[src/rtl/beep_pkg.sv]
// constants shared by the checkpoint beep encoder
package beep_pkg;
   localparam logic [15:0] CHECKPOINT_PORT = 16'h0080;
   localparam int ADDR_WIDTH = 16;
   localparam int CODE_WIDTH = 8;
   localparam int GROUP_WIDTH = 2;
   localparam int GROUP_COUNT = 4;
   localparam int CLOCK_HZ = 50_000_000;
   // beep timing in milliseconds
   localparam int BEEP_MS = 200;
   localparam int GAP_MS = 100;
   localparam int PAUSE_MS = 500;
   localparam int BEEP_CYCLES = BEEP_MS * (CLOCK_HZ / 1000);
   localparam int GAP_CYCLES = GAP_MS * (CLOCK_HZ / 1000);
   localparam int PAUSE_CYCLES = PAUSE_MS * (CLOCK_HZ / 1000);
   localparam logic [7:0] CODE_RESET = 8'h00;
   localparam logic [6:0] SEG_BLANK = 7'h00;
   typedef enum {IDLE, TONE, GAP, PAUSE} beep_state_type;
endpackage

[src/rtl/hex_digit.sv]
// one nibble to seven-segment pattern (gfedcba, active high)
`timescale 1ns/1ps
module hex_digit
(
   input wire logic [3:0] nibble_i,
   output logic [6:0] segments_o
);
   always_comb
   begin
      case (nibble_i)
         4'h0: segments_o = 7'h3f;
         4'h1: segments_o = 7'h06;
         4'h2: segments_o = 7'h5b;
         4'h3: segments_o = 7'h4f;
         4'h4: segments_o = 7'h66;
         4'h5: segments_o = 7'h6d;
         4'h6: segments_o = 7'h7d;
         4'h7: segments_o = 7'h07;
         4'h8: segments_o = 7'h7f;
         4'h9: segments_o = 7'h6f;
         4'ha: segments_o = 7'h77;
         4'hb: segments_o = 7'h7c;
         4'hc: segments_o = 7'h39;
         4'hd: segments_o = 7'h5e;
         4'he: segments_o = 7'h79;
         default: segments_o = 7'h71;
      endcase
   end
endmodule

[src/rtl/beep_sequencer.sv]
// plays four groups of one to four beeps from an 8-bit code
`timescale 1ns/1ps
module beep_sequencer
   import beep_pkg::*;
#(
   parameter int BEEP_LEN = BEEP_CYCLES,
   parameter int GAP_LEN = GAP_CYCLES,
   parameter int PAUSE_LEN = PAUSE_CYCLES
)
(
   input wire logic clk_i,
   input wire logic rst_n_i,
   input wire logic start_i,
   input wire logic [CODE_WIDTH-1:0] code_i,
   output logic tone_o,
   output logic busy_o
);
   import beep_pkg::*;
   beep_state_type state, next_state;
   logic [31:0] timer, next_timer;
   logic [1:0] group, next_group;
   logic [2:0] left, next_left;
   logic [CODE_WIDTH-1:0] code, next_code;
   logic [2:0] group_beeps;

   // beeps for the current group, msb pair first, one-based
   always_comb
   begin
      group_beeps = {1'b0, code[(3 - group) * GROUP_WIDTH +: GROUP_WIDTH]} + 3'd1;
   end

   always_comb
   begin
      next_state = state;
      next_timer = timer;
      next_group = group;
      next_left = left;
      next_code = code;
      case (state)
         IDLE:
         begin
            if (start_i)
            begin
               next_code = code_i;
               next_group = 2'd0;
               next_left = {1'b0, code_i[7:6]} + 3'd1;
               next_timer = 32'(BEEP_LEN - 1);
               next_state = TONE;
            end
         end
         TONE:
         begin
            if (timer != 32'd0)
               next_timer = timer - 32'd1;
            else if (left > 3'd1)
            begin
               next_left = left - 3'd1;
               next_timer = 32'(GAP_LEN - 1);
               next_state = GAP;
            end
            else if (group == 2'd3)
               next_state = IDLE;
            else
            begin
               next_group = group + 2'd1;
               next_timer = 32'(PAUSE_LEN - 1);
               next_state = PAUSE;
            end
         end
         GAP:
         begin
            if (timer != 32'd0)
               next_timer = timer - 32'd1;
            else
            begin
               next_timer = 32'(BEEP_LEN - 1);
               next_state = TONE;
            end
         end
         PAUSE:
         begin
            if (timer != 32'd0)
               next_timer = timer - 32'd1;
            else
            begin
               next_left = group_beeps;
               next_timer = 32'(BEEP_LEN - 1);
               next_state = TONE;
            end
         end
         default: next_state = IDLE;
      endcase
   end

   always_ff @(posedge clk_i or negedge rst_n_i)
   begin
      if (!rst_n_i)
      begin
         state <= IDLE;
         timer <= 32'd0;
         group <= 2'd0;
         left <= 3'd0;
         code <= CODE_RESET;
      end
      else
      begin
         state <= next_state;
         timer <= next_timer;
         group <= next_group;
         left <= next_left;
         code <= next_code;
      end
   end

   assign tone_o = (state == TONE);
   assign busy_o = (state != IDLE);
endmodule

[src/rtl/checkpoint_encoder.sv]
// checkpoint capture, hex display, lcd output and beep code player
`timescale 1ns/1ps
module checkpoint_encoder
   import beep_pkg::*;
#(
   parameter int BEEP_LEN = BEEP_CYCLES,
   parameter int GAP_LEN = GAP_CYCLES,
   parameter int PAUSE_LEN = PAUSE_CYCLES
)
(
   input wire logic clk_i,
   input wire logic rst_n_i,
   input wire logic io_write_i,
   input wire logic [ADDR_WIDTH-1:0] io_addr_i,
   input wire logic [CODE_WIDTH-1:0] io_data_i,
   input wire logic [255:0] beep_enable_i,
   output logic [CODE_WIDTH-1:0] checkpoint_code_o,
   output logic [CODE_WIDTH-1:0] lcd_code_o,
   output logic lcd_strobe_o,
   output logic [6:0] led_high_o,
   output logic [6:0] led_low_o,
   output logic speaker_o,
   output logic beep_busy_o
);
   import beep_pkg::*;

   // ***********************************
   // checkpoint capture
   // ***********************************
   logic [CODE_WIDTH-1:0] checkpoint_code, next_checkpoint_code;
   logic lcd_strobe, next_lcd_strobe;
   logic start, next_start;
   logic hit;
   logic [6:0] seg_high, seg_low, led_high, led_low;
   logic tone, busy, speaker, beep_busy;

   assign hit = io_write_i && (io_addr_i == CHECKPOINT_PORT);

   always_comb
   begin
      next_checkpoint_code = checkpoint_code;
      next_lcd_strobe = 1'b0;
      next_start = 1'b0;
      if (hit)
      begin
         next_checkpoint_code = io_data_i;
         next_lcd_strobe = 1'b1;
         next_start = beep_enable_i[io_data_i] && !busy && !start;
      end
   end

   always_ff @(posedge clk_i or negedge rst_n_i)
   begin
      if (!rst_n_i)
      begin
         checkpoint_code <= CODE_RESET;
         lcd_strobe <= 1'b0;
         start <= 1'b0;
         led_high <= SEG_BLANK;
         led_low <= SEG_BLANK;
         speaker <= 1'b0;
         beep_busy <= 1'b0;
      end
      else
      begin
         checkpoint_code <= next_checkpoint_code;
         lcd_strobe <= next_lcd_strobe;
         start <= next_start;
         led_high <= seg_high;
         led_low <= seg_low;
         speaker <= tone;
         beep_busy <= busy || start;
      end
   end

   // ***********************************
   // displays and beeper
   // ***********************************
   hex_digit high_digit
   (
      .nibble_i(checkpoint_code[7:4]),
      .segments_o(seg_high)
   );

   hex_digit low_digit
   (
      .nibble_i(checkpoint_code[3:0]),
      .segments_o(seg_low)
   );

   beep_sequencer #(
      .BEEP_LEN(BEEP_LEN),
      .GAP_LEN(GAP_LEN),
      .PAUSE_LEN(PAUSE_LEN)
   ) sequencer
   (
      .clk_i(clk_i),
      .rst_n_i(rst_n_i),
      .start_i(start),
      .code_i(checkpoint_code),
      .tone_o(tone),
      .busy_o(busy)
   );

   assign checkpoint_code_o = checkpoint_code;
   assign lcd_code_o = checkpoint_code;
   assign lcd_strobe_o = lcd_strobe;
   assign led_high_o = led_high;
   assign led_low_o = led_low;
   assign speaker_o = speaker;
   assign beep_busy_o = beep_busy;
endmodule

[config.mk]
export PLATFORM = sky130hd
export DESIGN_NAME = checkpoint_encoder
export DESIGN_NICKNAME = d
export VERILOG_FILES = /design/src/rtl/beep_pkg.sv /design/src/rtl/hex_digit.sv /design/src/rtl/beep_sequencer.sv /design/src/rtl/checkpoint_encoder.sv
export SDC_FILE = /design/constraint.sdc
export NUM_CORES = 1
export LEC_CHECK = 0
export BUFFER_PORTS_ARGS = -buffer_cell sky130_fd_sc_hd__buf_2
export CAP_MARGIN = 20
export CORE_MARGIN = 10
export CORE_UTILIZATION = 43
export CTS_CLUSTER_SIZE = 20
export DETAILED_ROUTE_END_ITERATION = 8
export PLACE_DENSITY = 0.87
export SLEW_MARGIN = 25
export SYNTH_ARGS = -nofsm -noshare
export SYNTH_HDL_FRONTEND = slang
export SYNTH_SLANG_ARGS = --single-unit
export TNS_END_PERCENT = 10
[constraint.sdc]
create_clock -name clk_i -period 2.56 [get_ports clk_i]
set_clock_uncertainty 0.2 [all_clocks]
set_input_delay 0.128 -clock clk_i [delete_from_list [all_inputs] [get_ports clk_i]]
set_output_delay 0.128 -clock clk_i [all_outputs]
set_load 0.02 [all_outputs]
==> flow_summary_export.csv, run 1 <==
group,metric,value,unit
sta,period_minus_slack,2.64,ns
route,wirelength,27.8,mm
yosys,yosysWarnings,0,
route,ant_nets,0,
grt,use_met3,0.101,
placed_design,place_congestion,0.985,
sta,rsz0062_at_grt,"true",
yosys,synthFlopType,"dfrtp_1",
worst_setup_path,slowest_delay,0.38,ns
finish,layout-drive-gt1-share,0.529,
yosys,syn_avg_cell_area,10.3,um^2
clocking,cts-root-buf,"clkbuf_16",
grt,grt_pass1_wl,42.4,mm
yosys,netlist_area,6380,um^2
power,p_int,3.71,mW
route,viasPerCell,5.99,
clocking,insertion_delay,0.34,ns
power,powerDensity,650,nW/um^2
worst_setup_path,crit_type,"reg -> reg",
sta,setup_tns,-0.737,ns
yosys,ys_types,69,
clocking,clockBufferDepth,2,
clocking,clk_pin_slew,0.06,ns
finish,fin_nets,1294,
clocking,cts_tree,"built",
worst_setup_path,cpMostUsedCell,"or3_4",
power,p_leak,4.31,nW
worst_setup_path,setup.worst_path.end_class,"flip-flop",
yosys,synth_seq_cells,73,
power,clockPowerShare,0.210,
grt,grt_pass1_vias,7508,
sta,final-hold-violation-count,0,
placed_design,port_buffers,315,
clocking,cts.sinks,73,
route,vias,7085,
worst_setup_path,worstPathArrival,2.67,ns
worst_setup_path,crit_fanout,9,
floorplan,die_h,142,um
flow_run,drv_cap,0,
grt,antenna_found_initial,2,
grt,met2_usage,0.460,
grt,met1_usage,0.290,
finish,fillers,1174,
sta,drv_slew,0,
power,p_comb_frac,0.519,
worst_setup_path,crit_family,"simple AND/OR/NAND/NOR gates",
sta,post-route-period-util,1.03,
yosys,syn_inst,617,
grt,busiest_layer,"met2",
power,swShare,0.379,
power,power,5.96,mW
worst_setup_path,crit_path_cell_trace,"or3_4 > or3_4 > or3_4 > nor4_4 > buf_6 > buf_8 > a211oi_1 > o211a_1",
route,drtPass1Iterations,5,
clocking,htreeDepth,3,
floorplan,core_area,14500,um^2
yosys,ys_async_sr_fraction,1.00,
route,wl_per_cell,23.5,um
power,ir_worst_vdd,0.407,mV
grt,grtUsageTotal,0.268,
sta,worst_pin_slew,0.522,ns
run_status,violations,"setup timing",
worst_setup_path,worst_ep_required_time,2.59,ns
floorplan,pin_count,316,
clocking,cts_buffers,9,
floorplan,die_w,142,um
sta,max_freq,379,MHz
power,seqPwrFrac,0.270,
floorplan,start_util,0.439,
power,switchingPower,2.26,mW
yosys,synth_enable_flop_cells,0,
worst_setup_path,ff2ff_setup_slack,-0.08,ns
sta,slew_headroom,0.652,
sta,setup_viol,22,
route,route.detailed.drc,0,
yosys,yosysSeqAreaShare,0.286,
yosys,syn-num-nets,919,
floorplan,rows,44,
worst_setup_path,startpoint_type,"flip-flop",
placed_design,hpwl,23.0,mm
worst_setup_path,path_buf_inv,2,
worst_hold_path,min_path_type,"in -> reg",
run_status,outcome,"finished, violations left",
grt,grt-ovfl-total,0,
worst_setup_path,cp_slowest_cell,"or3_4",
floorplan,dieArea,20100,um^2
sta,worst_slack,-0.0800,ns
route,drt-initial-drc-count,739,
grt,grt_max_degree,74,
finish,area_delta_synth_final,44.0,%
==> tightest hold or removal path: stages <==
cell and delay [ns]:
buf_2 0.19, nand2_1 0.08, o21ai_0 0.10
==> area by class of cell <==
type | instances | area [um^2] | area share
Sequential cell | 73 | 1830 | 0.199
Inverter | 23 | 86.3 | 0.00940
Clock buffer | 13 | 250 | 0.0273
Clock inverter | 3 | 40.0 | 0.00436
Multi-Input combinational cell | 469 | 4280 | 0.466
Antenna cell | 2 | 5.00 | 0.000545
Timing Repair Buffer | 416 | 2460 | 0.268
Tap cell | 184 | 230 | 0.0251
==> layer usage <==
layer / share of wire / up-vias
met1: 0.35 / 3430
li1: - / 3191
met2: 0.51 / 391
met3: 0.10 / 73
met4: 0.034 / 0
met5: 0 / -
==> cell usage after synthesis, types with 3 or more instances <==
cell,n,share of area
a211o_1,3,0.0041
a211oi_1,6,0.0071
a21oi_1,25,0.020
a221o_1,4,0.0063
a22o_1,6,0.0082
a22oi_1,12,0.014
a31oi_1,13,0.013
and2_1,3,0.0029
buf_2,11,0.0086
buf_4,14,0.016
buf_6,3,0.0053
clkbuf_1,22,0.013
dfrtp_1,73,0.29
ha_1,19,0.037
inv_1,23,0.014
mux2_2,9,0.016
mux2i_1,25,0.039
mux4_2,60,0.21
nand2_1,50,0.029
nand2b_1,6,0.0059
nand3_1,13,0.010
nand4_1,7,0.0069
nor2_1,33,0.019
nor2b_1,8,0.0078
nor3_1,14,0.011
nor4_1,4,0.0039
nor4_4,3,0.010
nor4b_1,3,0.0041
o211ai_1,4,0.0047
o21ai_0,34,0.027
o21bai_1,3,0.0035
o221ai_1,12,0.016
o22a_1,3,0.0041
o22ai_1,14,0.014
o31a_1,3,0.0041
o31ai_1,6,0.0071
or2_2,6,0.0059
or3_1,10,0.0098
or3_4,4,0.0071
or4_1,5,0.0059
==> sequential cells by signal, indices dropped and copies added (netlist names) <==
register	flops
checkpoint_code_o	8
sequencer.code	8
beep_busy_o	1
led_high_o	7
speaker_o	1
sequencer.timer	32
sequencer.left	3
led_low_o	7
start	1
lcd_strobe_o	1
sequencer.group	2
sequencer.state	2
==> what timing repair did <==
item	4_1_cts	5_1_grt
pin swaps	11	8
endpoints found under the hold margin	78	0
hold buffers	8	0
buffers inserted	11	2
cloned	0	1
endpoints found under the setup margin	34	39
resized for setup	16	15
==> power groups by stage <==
stage          registers, mW  clock network, mW  logic (mW)
6_report                1.61               1.25        3.10
3_3_place_gp            1.61                  0        2.69
2_1_floorplan           1.63                  0        1.51
5_1_grt                 1.65               1.32        3.33
3_5_place_dp            1.61                  0        2.73
4_1_cts                 1.60               1.27        2.97
==> worst paths after layout <==
kind                                     start              endpoint  depth (start not counted)
setup / recovery           sequencer.timer[26]   sequencer.timer[20]                          8
hold / removal                    io_data_i[2]  checkpoint_code_o[2]                          3
setup reg to reg           sequencer.timer[26]   sequencer.timer[20]                          8
hold reg to reg              sequencer.code[1]     sequencer.code[1]                          2
max in group asynchronous              rst_n_i          led_low_o[0]                          3
min in group asynchronous              rst_n_i         led_high_o[0]                          3
==> kinds of logic (layout without fill, tap and decap cells) <==
| group | after synthesis | after routing | synth area share |
|---|---|---|---|
| AOI/OAI and AO/OA | 173 | 173 | 0.189 |
| adders and majority gates | 19 | 19 | 0.0373 |
| buffers and inverters | 75 | 455 | 0.0581 |
| DFF | 73 | 73 | 0.286 |
| muxes | 94 | 94 | 0.267 |
| other | 0 | 2 | 0 |
| and+or+nand+nor | 183 | 183 | 0.163 |
==> cell usage in the layout, fill, tap and decap left out, drive strengths merged, types with 3 or more instances in the layout <==
master | Yosys | routed
mux2i | 25 | 25
inv | 23 | 23
nor4 | 8 | 8
o31a | 3 | 3
a211o | 3 | 3
nor2 | 33 | 33
ha | 19 | 19
nand2b | 6 | 6
or4 | 6 | 6
o22a | 3 | 3
o21ai | 35 | 35
mux4 | 60 | 60
a211oi | 6 | 6
o211ai | 4 | 4
or3 | 14 | 14
a221o | 4 | 4
a22oi | 12 | 12
o21bai | 3 | 3
and2 | 3 | 3
nand3 | 13 | 13
o31ai | 6 | 6
a31oi | 13 | 13
mux2 | 9 | 9
or2 | 6 | 6
nand2 | 50 | 50
clkbuf | 22 | 14
nor2b | 8 | 8
a22o | 6 | 6
o22ai | 14 | 14
a21oi | 25 | 25
nor3 | 15 | 15
buf | 30 | 407
o221ai | 12 | 12
nor4b | 4 | 4
dlygate4sd3 | 0 | 8
nand4 | 7 | 7
dfrtp | 73 | 73
==> per-stage QoR <==
| step | instances | cell area, um^2 | setup WS [ns] | hold slack (ns) | util |
|---|---|---|---|---|---|
| 5_1_grt | 1183 | 9180 | -0.168 | 0.0370 | 0.632 |
| 3_5_place_dp | 1143 | 8570 | -0.112 | -0.00333 | 0.590 |
| 3_3_place_gp | 1143 | 8570 | -0.0518 | -0.0103 | 0.590 |
| 2_1_floorplan | 617 | 6390 | -0.0389 | -0.368 | - |
| 6_report | 1183 | 9180 | -0.0800 | 0.0236 | 0.632 |
| 4_1_cts | 1178 | 9080 | -0.0179 | 0.0226 | 0.625 |
Note: power is estimated with default switching activity, not from simulation.
==> run 2: changes to the inputs <==
--- a/config.mk
+++ b/config.mk
@@ -8,10 +8,10 @@
 export BUFFER_PORTS_ARGS = -buffer_cell sky130_fd_sc_hd__buf_2
 export CAP_MARGIN = 20
 export CORE_MARGIN = 10
-export CORE_UTILIZATION = 43
+export CORE_UTILIZATION = 50
 export CTS_CLUSTER_SIZE = 20
 export DETAILED_ROUTE_END_ITERATION = 8
-export PLACE_DENSITY = 0.87
+export PLACE_DENSITY = 0.94
 export SLEW_MARGIN = 25
 export SYNTH_ARGS = -nofsm -noshare
 export SYNTH_HDL_FRONTEND = slang
==> constraint.sdc (replaced) <==
create_clock -name clk_i -period 3.41 [get_ports clk_i]
set_clock_uncertainty 0.2 [all_clocks]
set_input_delay 0.1705 -clock clk_i [delete_from_list [all_inputs] [get_ports clk_i]]
set_output_delay 0.1705 -clock clk_i [all_outputs]
set_load 0.02 [all_outputs]
==> run 2 against run 1 <==
The flow now finishes without violations; via count increased by 0.52%; highest routed layer unchanged; core utilization is 4.2 points higher; power fell by 29%; cell area is 7.8% lower.
==> flow_summary_export.csv, run 2 (synthesized netlist as in run 1, its figures left out) <==
group,metric,value,unit
route,route.detailed.drc,0,
route,dr.max_layer_used,"met4",
finish,largest_reg_flops,32,
flow_run,drv_cap,0,
clocking,cts.sinks,73,
power,power,4.21,mW
floorplan,start_util,0.508,
clocking,cts_tree,"built",
route,viasPerCell,6.51,
route,drt-met1-wl,9.57,mm
worst_setup_path,crit_fanout,16,
worst_setup_path,crit_type,"reg -> reg",
grt,grt-ovfl-total,0,
sta,rsz0062_at_grt,"false",
grt,grt_max_degree,74,
placed_design,place_area,8040,um^2
clocking,cts_setup_buffers,0,
sta,slew_headroom,0.390,
power,powerDensity,497,nW/um^2
grt,grt_pass1_wl,41.9,mm
route,drtPass1Iterations,6,
finish,layout-drive-gt1-share,0.479,
clocking,cts_buffers,9,
finish,utilization,0.674,
route,wirelength,27.4,mm
route,vias,7122,
finish,stdcell_area,8470,um^2
route,wl_per_cell,25.0,um
finish,area_delta_synth_final,32.7,%
power,p_leak,3.92,nW
finish,regMostFlops,"sequencer.timer",
floorplan,rows,41,
clocking,clk_pin_slew,0.06,ns
finish,regArea,1830,um^2
power,ir_worst_vdd,0.304,mV
floorplan,die_h,133,um
route,met2_wirelength,13.4,mm
clocking,clockBufferDepth,2,
finish,fillers,945,
route,ant_nets,0,
floorplan,die_w,133,um
sta,drv_slew,0,
clocking,insertion_delay,0.34,ns
floorplan,pin_count,316,
grt,antenna_found_initial,3,
sta,post-route-period-util,0.911,
route,wl_met3,3.73,mm
run_status,outcome,"complete, no violations",
sta,setup_tns,0,ns
placed_design,place_congestion,1.04,
sta,worst_pin_slew,0.915,ns
sta,max_freq,322,MHz
placed_design,port_buffers,315,
sta,final-hold-violation-count,0,
sta,fin_hold_ws,0.0525,ns
floorplan,dieArea,17700,um^2
finish,fin_nets,1216,
route,drt-initial-drc-count,891,
finish,multi_input_area,4190,um^2
finish,final_cell_mix,"buf_2 (314), dfrtp_1 (73), mux4_2 (60)",
grt,grtUsageTotal,0.297,
floorplan,core_area,12600,um^2
grt,grt_pass1_vias,7388,
sta,setup_viol,0,
clocking,cts-root-buf,"clkbuf_16",
sta,period_minus_slack,3.11,ns
finish,final_common_cell,"buf_2",
worst_setup_path,worst_ep_required_time,3.43,ns
clocking,htreeDepth,3,
placed_design,hpwl,21.9,mm
worst_hold_path,min_path_type,"in -> reg",
worst_setup_path,setup.worst_path.end_class,"flip-flop",
worst_setup_path,worstPathArrival,3.13,ns
worst_setup_path,startpoint_type,"flip-flop",
==> run 2: cell count changes in the layout (fill, tap and decap cells not counted), moves of 3 or more <==
| cell | previous run | this run |
|---|---|---|
| buf_4 | 83 | 17 |
| o21ai_0 | 28 | 34 |
| o21ai_1 | 6 | 0 |
| buf_12 | 5 | 1 |
| buf_6 | 3 | 0 |
| bufinv_16 | 1 | 4 |
| or3_1 | 7 | 10 |
| or3_4 | 7 | 4 |
==> run 2: layout make-up <==
class                   instances  share of cell area
diodes                          3            0.000887
repair buffers                338               0.210
flip-flops and latches         73               0.216
multi-input cells             469               0.495
clock inverters                 6              0.0154
well taps                     172              0.0254
clock buffers                  10              0.0270
inverters                      23              0.0102
==> run 2: routing by layer <==
metal,vias up,global-route usage
li1,3040,-
met1,3420,0.348
met2,576,0.501
met3,86,0.112
met4,0,0.0715
met5,-,0.0117
==> run 2: worst max-delay path: stages, from the launching register on <==
cell and delay (ns):
dfrtp_1 0.41, inv_1 0.07, ha_1 0.21, nor4b_4 0.34, nand3_1 0.23, nand4bb_2 0.44
nor4_4 0.48, buf_4 0.30, a211oi_1 0.07, o211a_1 0.23
==> run 2: stage by stage <==
step / setup WS, ns / instances
3_5_place_dp: 0.277 / 1069
3_3_place_gp: 0.351 / 1069
2_1_floorplan: 0.697 / 617
6_report: 0.302 / 1094
5_1_grt: 0.0896 / 1092
4_1_cts: 0.223 / 1091
==> run 2: final timing paths <==
| check | cells past startpoint | startpoint | slack (ns) | to |
|---|---|---|---|---|
| max | 9 | sequencer.timer[0] | 0.30 | sequencer.timer[20] |
| min | 2 | io_data_i[3] | 0.05 | checkpoint_code_o[3] |
| max reg2reg | 9 | sequencer.timer[0] | 0.30 | sequencer.timer[20] |
| min reg2reg | 2 | sequencer.code[0] | 0.28 | sequencer.code[0] |
| max in group asynchronous | 3 | rst_n_i | 2.02 | checkpoint_code_o[4] |
| min in group asynchronous | 3 | rst_n_i | 0.35 | led_high_o[0] |
==> run 2: where the power goes <==
part	switching [mW]	internal, mW
logic	1.03	0.749
registers	0.236	1.04
clock network	0.368	0.786
==> run 2: timing repair <==
item	in CTS	in global routing
hold buffers	6	0
resized for setup	0	1
setup endpoints to repair	0	1
endpoints found under the hold margin	76	0
==> run 3: changes to the inputs <==
--- a/config.mk
+++ b/config.mk
@@ -7,11 +7,13 @@
 export LEC_CHECK = 0
 export BUFFER_PORTS_ARGS = -buffer_cell sky130_fd_sc_hd__buf_2
 export CAP_MARGIN = 20
+export CELL_PAD_IN_SITES_DETAIL_PLACEMENT = 1
+export CELL_PAD_IN_SITES_GLOBAL_PLACEMENT = 1
 export CORE_MARGIN = 10
-export CORE_UTILIZATION = 50
+export CORE_UTILIZATION = 37
 export CTS_CLUSTER_SIZE = 20
 export DETAILED_ROUTE_END_ITERATION = 8
-export PLACE_DENSITY = 0.94
+export PLACE_DENSITY = 0.95
 export SLEW_MARGIN = 25
 export SYNTH_ARGS = -nofsm -noshare
 export SYNTH_HDL_FRONTEND = slang
==> run 3 against run 2 <==
Non-clock buffer count increased by 3; combinational power about the same; hold slack got worse by 0.035 ns; flip-flop and latch count unchanged; sequential share of layout area increased by 0.11 points; routed wire length increased by 15%; sequential power about the same; setup slack got worse by 0.012 ns; core utilization decreased by 17 points; critical path depth unchanged; maximum frequency decreased by 0.38%; cell area decreased by 0.49%; largest power group unchanged.
==> flow_summary_export.csv, run 3 (synthesized netlist as in run 1, its figures left out) <==
group,metric,value,unit
power,ir_worst_vdd,0.307,mV
sta,worst_slack,0.291,ns
floorplan,start_util,0.381,
grt,antenna_found_initial,6,
clocking,cts-root-buf,"clkbuf_16",
finish,largest_reg_flops,32,
sta,rsz0062_at_grt,"false",
placed_design,hpwl,26.2,mm
power,p_leak,3.87,nW
route,drt-initial-drc-count,786,
clocking,insertion_delay,0.34,ns
worst_setup_path,crit_type,"reg -> reg",
worst_setup_path,crit_fanout,9,
sta,worst_pin_slew,0.835,ns
worst_hold_path,min_path_cells,3,
worst_setup_path,crit_end,"sequencer.timer[23]",
run_status,outcome,"complete, no violations",
sta,slew_headroom,0.441,
sta,final-hold-violation-count,0,
route,route.detailed.drc,0,
worst_setup_path,worst_ep_required_time,3.44,ns
floorplan,rows,47,
clocking,clockBufferDepth,2,
finish,area_delta_synth_final,32.1,%
placed_design,place_congestion,0.994,
route,viasPerCell,6.22,
finish,final_cell_mix,"buf_2 (314), dfrtp_1 (73), mux4_2 (60)",
clocking,cts_tree,"built",
floorplan,pin_count,316,
grt,grt_pass1_vias,7817,
finish,regMostFlops,"sequencer.timer",
worst_setup_path,reg2reg_to,"sequencer.timer[23]",
power,powerDensity,463,nW/um^2
worst_hold_path,min_path_type,"in -> reg",
clocking,cts.sinks,73,
sta,fin_hold_ws,0.0175,ns
floorplan,die_h,151,um
route,vias,7130,
grt,grt_pass1_wl,47.1,mm
sta,max_freq,321,MHz
placed_design,place_area,8140,um^2
finish,layout-drive-gt1-share,0.480,
clocking,clk_pin_slew,0.06,ns
worst_setup_path,reg2reg_depth,9,
power,power,3.90,mW
finish,stdcell_area,8430,um^2
route,drtPass1Iterations,5,
placed_design,port_buffers,315,
placed_design,pre_cts_slack,0.334,ns
clocking,cts_buffers,9,
floorplan,die_w,151,um
grt,grt-ovfl-total,0,
route,ant_nets,0,
floorplan,core_area,16800,um^2
worst_setup_path,setup.worst_path.end_class,"flip-flop",
grt,grtUsageTotal,0.269,
sta,drv_slew,0,
worst_setup_path,reg2reg_from,"sequencer.timer[1]",
sta,setup_tns,0,ns
clocking,htreeDepth,3,
floorplan,dieArea,22900,um^2
route,wirelength,31.4,mm
finish,final_common_cell,"buf_2",
worst_setup_path,ff2ff_setup_slack,0.29,ns
sta,period_minus_slack,3.12,ns
flow_run,drv_cap,0,
worst_setup_path,worstPathArrival,3.15,ns
route,wl_per_cell,27.4,um
worst_setup_path,startpoint_type,"flip-flop",
worst_setup_path,critPathLaunch,"sequencer.timer[1]",
sta,post-route-period-util,0.915,
finish,fin_nets,1219,
sta,setup_viol,0,
clocking,cts_setup_buffers,0,
grt,grt_max_degree,42,
-- run 3: how the worst min path moves through the flow --
stage | slack (ns) | endpoint | startpoint
after CTS | 0.01 | lcd_strobe_o | io_addr_i[10]
after detailed placement | -0.05 | sequencer.timer[19] | rst_n_i
after global routing | 0.04 | checkpoint_code_o[5] | io_data_i[5]
after floorplan | -0.33 | beep_busy_o | rst_n_i
after global placement | -0.05 | speaker_o | rst_n_i
final | 0.02 | checkpoint_code_o[5] | io_data_i[5]
-- run 3: through the flow --
step                utilization  cells
floorplan                     -    617
global placement          0.485   1124
detailed placement        0.485   1124
CTS                       0.502   1142
global route              0.503   1147
finish                    0.503   1147
-- run 3: area by class of cell --
class                      instances  area [um^2]
clock buffer                      13          240
timing repair buffer             341         1780
multi-input combinational        469         4190
antenna                            5         12.5
fill                            2006         8330
tap                              220          275
sequential                        73         1830
inverter                          23         86.3
clock inverter                     3         17.5
-- run 3: timing repair --
item                                   CTS  global route
hold buffers                             2             0
endpoints found under the hold margin   19             0
gates resized for setup                  0             0
-- run 3: per-layer routing --
metal / vias up / global-route usage / part of all wire
met1: 3599 / 0.301 / 0.35
met5: - / 0 / 0
li1: 3041 / - / -
met2: 434 / 0.488 / 0.54
met4: 0 / 0.0881 / 0.026
met3: 56 / 0.0662 / 0.082
-- run 3: power by group --
group          total (mW)  leakage [nW]  switching [mW]  internal, mW
combinational        1.76          2.84            1.02         0.748
sequential           1.28         0.907           0.242          1.04
clock               0.852         0.124           0.361         0.491
-- run 3: worst max-delay path, cell delays in order, from the launching register on --
cell       delay [ns]
dfrtp_1          0.40
inv_1            0.08
ha_1             0.22
nor4b_4          0.34
nand3_1          0.24
nand4bb_1        0.25
buf_4            0.19
nor4_4           0.46
nor2_1           0.34
a22o_1           0.28
